==> config.mk <==
export PLATFORM = sky130hd
export DESIGN_NAME = eecd_top
export DESIGN_NICKNAME = d
export VERILOG_FILES = /design/src/eecd_top.v /design/src/eecd_cmd_mem.v /design/src/eecd_edge_timer.v
export VERILOG_INCLUDE_DIRS = /design/src
export SDC_FILE = /design/constraint.sdc
export NUM_CORES = 2
export LEC_CHECK = 0
export BUFFER_PORTS_ARGS = -buffer_cell sky130_fd_sc_hd__buf_2
export CORE_MARGIN = 2
export CORE_UTILIZATION = 63
export DETAILED_ROUTE_END_ITERATION = 10
export GPL_TIMING_DRIVEN = 0
export PLACE_DENSITY = 0.9
export SETUP_SLACK_MARGIN = 0.3
export SLEW_MARGIN = 30
export SYNTH_ARGS = -nofsm -noshare
export SYNTH_HDL_FRONTEND = slang
export SYNTH_SLANG_ARGS = --single-unit
==> constraint.sdc <==
create_clock -name CLK_SYS -period 36 [get_ports CLK_SYS]
set_input_delay 7.2 -clock CLK_SYS [delete_from_list [all_inputs] [get_ports CLK_SYS]]
set_output_delay 7.2 -clock CLK_SYS [all_outputs]
set_load 0.03 [all_outputs]
==> src/eecd_defs.vh <==
// Constants shared by the edge event command decoder files
`ifndef EECD_DEFS_VH
`define EECD_DEFS_VH

// Command word layout
`define EECD_WORD_W       22
`define EECD_DEPTH        16
`define EECD_STAT_BIT     21
`define EECD_DIS_BIT      20
`define EECD_CMD_HI       19
`define EECD_CMD_LO       16
`define EECD_ACT_HI       19
`define EECD_ACT_LO       18
`define EECD_FMT_HI       17
`define EECD_FMT_LO       16

// Command codes and fields
`define EECD_CMD_REPEAT   4'h0
`define EECD_CMD_FRAC     4'h1
`define EECD_CMD_SETREF   4'h2
`define EECD_ACT_NONE     2'h0
`define EECD_ACT_RISE     2'h1
`define EECD_ACT_FALL     2'h2
`define EECD_ACT_TOGGLE   2'h3
`define EECD_FMT_NONE     2'h0
`define EECD_FMT_ABS      2'h1
`define EECD_FMT_REL32    2'h2
`define EECD_FMT_REL16    2'h3

// Time arithmetic
`define EECD_NS_PER_SEC   31'h3B9ACA00
`define EECD_NS_2SEC      31'h77359400

// Timing
`define EECD_CLK_PERIOD_NS 25
`define EECD_MIN_GAP_NS    16
`define EECD_MIN_GAP_CYC   ((`EECD_MIN_GAP_NS + `EECD_CLK_PERIOD_NS - 1) / `EECD_CLK_PERIOD_NS)

`endif

==> src/eecd_top.v <==
// Command decoder and sequencer for one time-triggered edge event generator
//
// Summary of operation
// - Code 0000 replays last N entries M times
// - Repeat count zero loops until new command
// - Code 0001 loops four entries, two counts
// - Single-word toggles: pairs run count times
// - Two-word toggles: each runs twice count
// - Code 0010 captures present time as reference
// - Upper bits pick rise, fall or toggle
// - Lower bits pick absolute, long, short format
// - Absolute format takes five words, fires then
// - Absolute words: seconds high first, ns last
// - Code bits of words two-five ignored
// - Long relative: two words after previous event
// - Second word code bits are ignored
// - Short relative: one word, sixteen-bit delay
// - Sixteen entries of twenty-two bit words
// - Relative edges at least 16ns apart
`timescale 1ns/100ps
`include "eecd_defs.vh"

module eecd_top (
  input  wire        CLK_SYS,
  input  wire        RST,
  input  wire        CMD_WR,
  input  wire [21:0] CMD_WORD,
  input  wire [47:0] TIME_SEC,
  input  wire [29:0] TIME_NS,
  output reg         CMD_FULL,
  output wire        EDGE_OUT,
  output reg         EVENT_DONE
);

  ////////////////////////////////////////////////////////////////////////////
  // States

  localparam [4:0] S_FETCH = 5'h01;
  localparam [4:0] S_DEC   = 5'h02;
  localparam [4:0] S_CALC  = 5'h04;
  localparam [4:0] S_WAIT  = 5'h08;
  localparam [4:0] S_GAP   = 5'h10;

  reg  [4:0]  st_q;
  reg  [4:0]  wp_q;
  reg  [4:0]  rp_q;
  reg  [4:0]  tail_q;
  reg  [2:0]  wc_q;
  reg  [1:0]  act_q;
  reg  [1:0]  fmt_q;
  reg  [1:0]  last_fmt_q;
  reg         stat_q;
  reg  [47:0] sec_q;
  reg  [29:0] ns_q;
  reg  [47:0] ref_sec_q;
  reg  [29:0] ref_ns_q;
  reg  [47:0] tgt_sec_q;
  reg  [29:0] tgt_ns_q;
  reg         arm_q;
  reg         grp_q;
  reg         frac_q;
  reg         phb_q;
  reg         forever_q;
  reg  [11:0] rem_q;
  reg  [4:0]  grp_s_q;
  reg  [4:0]  grp_e_q;
  reg  [4:0]  gw_q;
  reg  [8:0]  ca_q;
  reg  [8:0]  cb_q;
  reg  [3:0]  gap_q;

  wire [21:0] rdata;
  wire        fire;
  wire        wr_ok;
  wire [4:0]  wp_d;
  wire [4:0]  used_d;
  wire        new_data;
  wire [3:0]  w_cmd;
  wire [1:0]  w_act;
  wire [1:0]  w_fmt;
  wire [31:0] gap_ns32;
  wire [31:0] gap_cyc32;
  wire [29:0] delta;
  wire [30:0] sum;
  wire [30:0] sum_m1;
  wire [30:0] sum_m2;
  wire [8:0]  m1_ext;

  ////////////////////////////////////////////////////////////////////////////
  // Command store

  // Consumed slots stay readable until overwritten, which is what replay uses
  assign wr_ok  = CMD_WR && !CMD_FULL;
  assign wp_d   = wr_ok ? wp_q + 5'h01 : wp_q;
  assign used_d = wp_d - tail_q;

  eecd_cmd_mem i_eecd_cmd_mem (
    .clk   (CLK_SYS),
    .rst   (RST),
    .we    (wr_ok),
    .waddr (wp_q[3:0]),
    .wdata (CMD_WORD),
    .raddr (rp_q[3:0]),
    .rdata (rdata)
  );

  eecd_edge_timer i_eecd_edge_timer (
    .clk     (CLK_SYS),
    .rst     (RST),
    .arm     (arm_q),
    .action  (act_q),
    .tgt_sec (tgt_sec_q),
    .tgt_ns  (tgt_ns_q),
    .now_sec (TIME_SEC),
    .now_ns  (TIME_NS),
    .level_q (EDGE_OUT),
    .fire_q  (fire)
  );

  ////////////////////////////////////////////////////////////////////////////
  // Decode helpers

  assign w_cmd    = rdata[`EECD_CMD_HI:`EECD_CMD_LO];
  assign w_act    = rdata[`EECD_ACT_HI:`EECD_ACT_LO];
  assign w_fmt    = rdata[`EECD_FMT_HI:`EECD_FMT_LO];
  assign new_data = wp_q != gw_q + 5'h01;
  assign gap_ns32 = `EECD_MIN_GAP_NS;
  assign gap_cyc32 = `EECD_MIN_GAP_CYC;

  // Delays below the least spacing are stretched to it
  assign delta  = (ns_q < gap_ns32[29:0]) ? gap_ns32[29:0] : ns_q;
  assign sum    = {1'b0, ref_ns_q} + {1'b0, delta};
  assign sum_m1 = sum - `EECD_NS_PER_SEC;
  assign sum_m2 = sum - `EECD_NS_2SEC;
  // Two-word toggle pairs hold one command, so each pair count doubles
  assign m1_ext = (last_fmt_q == `EECD_FMT_REL32) ? {rdata[15:8], 1'b0}
                                                  : {1'b0, rdata[15:8]};

  ////////////////////////////////////////////////////////////////////////////
  // Sequencer

  // Step past the current word, looping back where a group ends
  task advance;
    begin
      if (grp_q && (rp_q + 5'h01 == grp_e_q)) begin
        if (!frac_q) begin
          if (forever_q ? new_data : (rem_q == 12'h001)) begin
            grp_q  <= 1'b0;
            rp_q   <= gw_q + 5'h01;
            tail_q <= gw_q + 5'h01;
          end else begin
            if (!forever_q) begin
              rem_q <= rem_q - 12'h001;
            end
            rp_q <= grp_s_q;
          end
        end else if (!phb_q) begin
          if (rem_q > 12'h001) begin
            rem_q <= rem_q - 12'h001;
            rp_q  <= grp_s_q;
          end else begin
            phb_q   <= 1'b1;
            rp_q    <= grp_s_q + 5'h02;
            grp_e_q <= grp_s_q + 5'h04;
            rem_q   <= {3'h0, cb_q};
          end
        end else begin
          if (rem_q > 12'h001) begin
            rem_q <= rem_q - 12'h001;
            rp_q  <= grp_s_q + 5'h02;
          end else if (new_data) begin
            grp_q  <= 1'b0;
            rp_q   <= gw_q + 5'h01;
            tail_q <= gw_q + 5'h01;
          end else begin
            phb_q   <= 1'b0;
            rp_q    <= grp_s_q;
            grp_e_q <= grp_s_q + 5'h02;
            rem_q   <= {3'h0, ca_q};
          end
        end
      end else begin
        rp_q <= rp_q + 5'h01;
        if (!grp_q) begin
          tail_q <= rp_q + 5'h01;
        end
      end
    end
  endtask

  always @(posedge CLK_SYS or posedge RST) begin
    if (RST) begin
      st_q       <= S_FETCH;
      wp_q       <= 5'h00;
      rp_q       <= 5'h00;
      tail_q     <= 5'h00;
      CMD_FULL   <= 1'b0;
      EVENT_DONE <= 1'b0;
      wc_q       <= 3'h0;
      act_q      <= 2'h0;
      fmt_q      <= 2'h0;
      last_fmt_q <= 2'h0;
      stat_q     <= 1'b0;
      sec_q      <= 48'h000000000000;
      ns_q       <= 30'h00000000;
      ref_sec_q  <= 48'h000000000000;
      ref_ns_q   <= 30'h00000000;
      tgt_sec_q  <= 48'h000000000000;
      tgt_ns_q   <= 30'h00000000;
      arm_q      <= 1'b0;
      grp_q      <= 1'b0;
      frac_q     <= 1'b0;
      phb_q      <= 1'b0;
      forever_q  <= 1'b0;
      rem_q      <= 12'h000;
      grp_s_q    <= 5'h00;
      grp_e_q    <= 5'h00;
      gw_q       <= 5'h00;
      ca_q       <= 9'h000;
      cb_q       <= 9'h000;
      gap_q      <= 4'h0;
    end else begin
      wp_q       <= wp_d;
      CMD_FULL   <= used_d[4];
      EVENT_DONE <= 1'b0;
      arm_q      <= 1'b0;
      case (st_q)
        S_FETCH: begin
          if (rp_q != wp_q) begin
            st_q <= S_DEC;
          end
        end
        S_DEC: begin
          if (wc_q != 3'h0) begin
            // Code bits of continuation words are not looked at
            st_q <= S_FETCH;
            wc_q <= wc_q + 3'h1;
            // The last word is stepped past only once the edge fires,
            // so group counts are not spent twice
            if (fmt_q == `EECD_FMT_REL32) begin
              ns_q[15:0] <= rdata[15:0];
              st_q       <= S_CALC;
              wc_q       <= 3'h0;
            end else begin
              case (wc_q)
                3'h1: begin
                  sec_q[31:16] <= rdata[15:0];
                  advance;
                end
                3'h2: begin
                  sec_q[15:0] <= rdata[15:0];
                  advance;
                end
                3'h3: begin
                  ns_q[29:16] <= rdata[13:0];
                  advance;
                end
                default: begin
                  ns_q[15:0] <= rdata[15:0];
                  st_q       <= S_CALC;
                  wc_q       <= 3'h0;
                end
              endcase
            end
          end else if (w_cmd == `EECD_CMD_REPEAT) begin
            st_q <= S_FETCH;
            if (rdata[3:0] == 4'h0 || grp_q) begin
              advance;
            end else begin
              grp_q     <= 1'b1;
              frac_q    <= 1'b0;
              gw_q      <= rp_q;
              grp_e_q   <= rp_q;
              grp_s_q   <= rp_q - {1'b0, rdata[3:0]};
              rp_q      <= rp_q - {1'b0, rdata[3:0]};
              tail_q    <= rp_q - {1'b0, rdata[3:0]};
              rem_q     <= rdata[15:4];
              forever_q <= rdata[15:4] == 12'h000;
            end
          end else if (w_cmd == `EECD_CMD_FRAC) begin
            st_q <= S_FETCH;
            if (grp_q) begin
              advance;
            end else begin
              grp_q     <= 1'b1;
              frac_q    <= 1'b1;
              phb_q     <= 1'b0;
              forever_q <= 1'b1;
              gw_q      <= rp_q;
              grp_s_q   <= rp_q - 5'h04;
              grp_e_q   <= rp_q - 5'h02;
              rp_q      <= rp_q - 5'h04;
              tail_q    <= rp_q - 5'h04;
              ca_q      <= m1_ext;
              cb_q      <= (last_fmt_q == `EECD_FMT_REL32) ? {rdata[7:0], 1'b0}
                                                           : {1'b0, rdata[7:0]};
              rem_q     <= {3'h0, m1_ext};
            end
          end else if (w_cmd == `EECD_CMD_SETREF) begin
            ref_sec_q <= TIME_SEC;
            ref_ns_q  <= TIME_NS;
            st_q      <= S_FETCH;
            advance;
          end else if (w_act == `EECD_ACT_NONE || w_fmt == `EECD_FMT_NONE) begin
            st_q <= S_FETCH;
            advance;
          end else begin
            act_q      <= w_act;
            fmt_q      <= w_fmt;
            last_fmt_q <= w_fmt;
            stat_q     <= rdata[`EECD_STAT_BIT];
            if (w_fmt == `EECD_FMT_REL16) begin
              ns_q <= {14'h0000, rdata[15:0]};
              st_q <= S_CALC;
            end else begin
              if (w_fmt == `EECD_FMT_ABS) begin
                sec_q[47:32] <= rdata[15:0];
              end else begin
                ns_q <= {rdata[13:0], 16'h0000};
              end
              wc_q <= 3'h1;
              st_q <= S_FETCH;
              advance;
            end
          end
        end
        S_CALC: begin
          arm_q <= 1'b1;
          st_q  <= S_WAIT;
          if (fmt_q == `EECD_FMT_ABS) begin
            tgt_sec_q <= sec_q;
            tgt_ns_q  <= ns_q;
          end else if (sum >= `EECD_NS_2SEC) begin
            tgt_sec_q <= ref_sec_q + 48'h000000000002;
            tgt_ns_q  <= sum_m2[29:0];
          end else if (sum >= `EECD_NS_PER_SEC) begin
            tgt_sec_q <= ref_sec_q + 48'h000000000001;
            tgt_ns_q  <= sum_m1[29:0];
          end else begin
            tgt_sec_q <= ref_sec_q;
            tgt_ns_q  <= sum[29:0];
          end
        end
        S_WAIT: begin
          if (fire) begin
            // Relative edges chain from this event
            ref_sec_q  <= tgt_sec_q;
            ref_ns_q   <= tgt_ns_q;
            EVENT_DONE <= stat_q;
            gap_q      <= gap_cyc32[3:0];
            st_q       <= S_GAP;
            advance;
          end
        end
        S_GAP: begin
          // Holds off the next decode so edges never bunch up
          gap_q <= gap_q - 4'h1;
          if (gap_q <= 4'h1) begin
            st_q <= S_FETCH;
          end
        end
        default: begin
          st_q <= S_FETCH;
        end
      endcase
    end
  end

endmodule

==> src/eecd_cmd_mem.v <==
// Sixteen-entry command word store with registered read data
`timescale 1ns/100ps
`include "eecd_defs.vh"

module eecd_cmd_mem (
  input  wire                    clk,
  input  wire                    rst,
  input  wire                    we,
  input  wire [3:0]              waddr,
  input  wire [`EECD_WORD_W-1:0] wdata,
  input  wire [3:0]              raddr,
  output reg  [`EECD_WORD_W-1:0] rdata
);

  reg [`EECD_WORD_W-1:0] mem [0:`EECD_DEPTH-1];

  always @(posedge clk) begin
    if (we) begin
      mem[waddr] <= wdata;
    end
  end

  always @(posedge clk or posedge rst) begin
    if (rst) begin
      rdata <= 22'h000000;
    end else begin
      rdata <= mem[raddr];
    end
  end

endmodule

==> src/eecd_edge_timer.v <==
// Armed edge placement against the time engine's present time
`timescale 1ns/100ps
`include "eecd_defs.vh"

module eecd_edge_timer (
  input  wire        clk,
  input  wire        rst,
  input  wire        arm,
  input  wire [1:0]  action,
  input  wire [47:0] tgt_sec,
  input  wire [29:0] tgt_ns,
  input  wire [47:0] now_sec,
  input  wire [29:0] now_ns,
  output reg         level_q,
  output reg         fire_q
);

  reg        armed_q;
  reg [1:0]  act_q;
  wire       due;

  // Seconds above nanoseconds makes one plain magnitude compare
  assign due = {now_sec, now_ns} >= {tgt_sec, tgt_ns};

  always @(posedge clk or posedge rst) begin
    if (rst) begin
      armed_q <= 1'b0;
      act_q   <= 2'h0;
      level_q <= 1'b0;
      fire_q  <= 1'b0;
    end else begin
      fire_q <= 1'b0;
      if (arm) begin
        armed_q <= 1'b1;
        act_q   <= action;
      end else if (armed_q && due) begin
        armed_q <= 1'b0;
        fire_q  <= 1'b1;
        case (act_q)
          `EECD_ACT_RISE:   level_q <= 1'b1;
          `EECD_ACT_FALL:   level_q <= 1'b0;
          `EECD_ACT_TOGGLE: level_q <= ~level_q;
          default:          level_q <= level_q;
        endcase
      end
    end
  end

endmodule

==> summary.md <==
| Metric | Value |
|---|---|
| Outcome | `finished, final reports clean` |
| DIE AREA | `58600 um^2` |
| Final #Nets | `3702` |
| Clock Latency Late Sink | `0.65 ns` |
| CP delay by family, top | `simple AND/OR/NAND/NOR gates` |
| Crit path cell chain | `buf_2, ha_1, nand4_1, nor2_1, nand4_1, nor3_1, o31ai_1, a211oi_1, nor2_1, or3b_2, o21ai_0, o21ai_0` |
| Most common cell after layout, fill and taps aside | `nand2_1` |
| Static leakage | `0.0157 uW` |
| Hold WS | `0.474 ns` |
| Die Wd | `242 um` |
| WL final | `114 mm` |
| All-Layer GR Usage | `0.389` |
| GP Congestion | `0.994` |
| CTS resizes | `0` |
| Io pins | `roughly 110` |
| Asr flop ratio synth | `0.506` |
| Register area share after synthesis | `0.523` |
| GRT Residual Overflow | `0` |
| Layout area overhead | `10.9%` |
| Final Instance Area | `~40000 um^2` |
| Row count | `87` |
| Netlist cell types | `92` |
| Post-route DRC | `0` |
| Initial core utilization | `0.635` |
| Crit. End Element | `register` |
| Worst endpoint required time | `roughly 37 ns` |
| Clock Skew | `0.0484 ns` |
| Root Buffer Master | `clkbuf_16` |
| Post-synthesis register bit count | `680` |
| Mapped Avg Cell Area | `between 10 and 15 um^2` |
| Pre-antenna DRT Iters | `8` |
| Core Box Area | `~56000 um^2` |
| Maximum vdd drop | `68.7 uV` |
| Setup TNS Final | `0 ns` |
| Fmax | `100 MHz` |
| PwrDens | `107 nW/um^2` |
| CP max stage delay | `roughly 0.52 ns` |
| Via count | `about 29000` |
| Largest net degree at the start of global routing | `95` |
| Max cap viols | `0` |
| CP Class | `in2reg` |
| Tot Pwr | `4220 uW` |
| Final cell count without fillers | `4265` |
| Post-route minimum period | `10.0 ns` |
| Worst hold path type | `reg2reg` |
| Post-DP Area | `37300 um^2` |
| Clock transition at path regs | `0.06 ns` |
| Most frequent cells in the layout | `nand2_1 (400), dfrtp_1 (343), edfxtp_1 (336)` |
| Max Slew Vio Count | `0` |
| H-tree Lvls | `3` |
| Dpl cells | `4136` |
| Number of synthesized flops with an enable pin | `336` |
| YS warnings | `0` |
| Actual slew at the worst max-slew pin | `1.10 ns` |
| Setup violators final | `0` |
| CP Max Fanout | `3` |
| Vias per inst | `6.83` |
| Port bufs | `104` |
| Critical Path Source Type | `input pin` |
| Post-synth top area share | `0.282` |
| Cts hold-fix bufs | `0` |
| HPWL Detailed | `a little under 80 mm` |
| Buffer and inverter count on the worst path | `1` |
| Mapped Area | `35700 um^2` |
| Initial antenna violation count | `2` |
| CTS buffer count | `70` |
| Crit path max-delay cell type | `or3b_2` |
| Final Hold Viols | `0` |
| DRT iter0 DRCs | `4523` |
| First-pass GRT wire length | `173 mm` |
| Number of global-route vias before repair | `28636` |
| Post-Syn Instances | `3272` |
| Synthesized Nets | `3522` |
| Die Span Y | `242 um` |
| TritonCTS sink count | `680` |
| Post CTS Setup Buffer Count | `0` |
| TritonCTS clock tree | `built` |
| Layout cell share with drive strength beyond 1 | `0.128` |
| Filler instances | `3872` |
| WL/cell | `approximately 27 um` |
| Relative slew margins | `0.265` |
| Synth Flop Type | `dfrtp_1` |
| Synth top area cells | `edfxtp_1 (28%), dfrtp_1 (24%), mux4_2 (6.6%)` |
| RSZ-0062 raised after global routing | `false` |
| Period Utilization, post-route | `0.278` |
| Largest area contributor in the netlist | `edfxtp_1` |
| WP data arrival | `roughly 11 ns` |
| Routed Antenna Nets | `0` |
| Clk buf depth | `3` |
## kinds of logic after synthesis
| family | after synthesis | share of synthesized area |
|---|---|---|
| compound gates | 789 | 0.143 |
| mux | 179 | 0.0886 |
| fa+ha+maj | 148 | 0.0522 |
| buf+inv | 364 | 0.0388 |
| flops | 680 | 0.523 |
| simple gates | 1002 | 0.127 |
| xor+xnor | 110 | 0.0270 |
## worst paths after layout
| path | from | to | slack (ns) | depth (start not counted) |
|---|---|---|---|---|
| worst min-delay path | ca_q[4] | ca_q[4] | 0.47 | 2 |
| worst min register to register | ca_q[4] | ca_q[4] | 0.47 | 2 |
| worst max-delay path | TIME_SEC[15] | i_eecd_edge_timer.level_q | 26.00 | 12 |
| max in group asynchronous | RST | tgt_sec_q[4] | 28.04 | 5 |
| worst max register to register | ns_q[18] | tgt_ns_q[17] | 28.60 | 20 |
| min in group asynchronous | RST | i_eecd_cmd_mem.rdata[5] | 6.45 | 2 |
## synthesized netlist by cell type, types with 105 or more instances
| master | instances |
|---|---|
| o21ai_0 | 196 |
| nor2_1 | 257 |
| a31oi_1 | 109 |
| ha_1 | 145 |
| edfxtp_1 | 336 |
| nand3_1 | 113 |
| clkbuf_1 | 176 |
| inv_1 | 150 |
| dfrtp_1 | 343 |
| a21oi_1 | 160 |
| mux4_2 | 105 |
| nand2_1 | 400 |
## flip-flops by register name (all words and copies together) (netlist names), 3 cells and up
register and count:
rem_q 12, tail_q 5, gw_q 5, ca_q 9, wc_q 3, grp_e_q 5, rp_q 5, wp_q 5
i_eecd_cmd_mem.rdata 21, sec_q 48, ns_q 30, gap_q 4, ref_sec_q 48, cb_q 9, tgt_ns_q 30, ref_ns_q 30
st_q 5, i_eecd_cmd_mem.mem 336, grp_s_q 5, tgt_sec_q 48
## layer usage
metal | global-route usage | wire [um] | up-vias
met5 | 0 | 43 | -
met4 | 0.208 | 7080 | 4
met3 | 0.0869 | 13400 | 524
met2 | 0.626 | 53100 | 2268
met1 | 0.497 | 40500 | 13933
li1 | - | - | 12410
## per-stage QoR
stage	setup WS [ns]	utilization
4_1_cts	26.22	0.704
6_report	26.00	0.704
5_1_grt	26.07	0.704
3_3_place_gp	15.33	0.661
3_5_place_dp	25.54	0.664
2_1_floorplan	19.26	-
## worst register-to-register path, delay by kind of cell (launching register included)
kind / cells / cell delay [ns]
adder cells (fa/ha/maj): 2 / 0.71
buffers and inverters: 2 / 1.21
AND/OR/NAND/NOR: 4 / 1.06
flip-flops: 1 / 0.45
multiplexers: 1 / 0.39
AO/OA/AOI/OAI: 10 / 2.99
XOR/XNOR: 1 / 0.40
## area by class of cell
cell class | count | area (um^2) | share of cell area
antenna | 4 | 10.0 | 0.000253
buffer | 213 | 837 | 0.0211
clock buffer | 91 | 1920 | 0.0485
clock inverter | 34 | 325 | 0.00821
inverter | 151 | 574 | 0.0145
multi-input combinational | 2228 | 15700 | 0.396
sequential | 680 | 18700 | 0.472
tap | 756 | 946 | 0.0239
timing repair buffer | 108 | 631 | 0.0159
## where the power goes
group	total, uW	leakage (uW)	switching [uW]	internal, uW
combinational	2330	0.00745	1490	843
sequential	1170	0.00715	173	998
clock	717	0.00109	327	390
total	4220	0.0157	1990	2230
(Power assumes the default switching activity.)
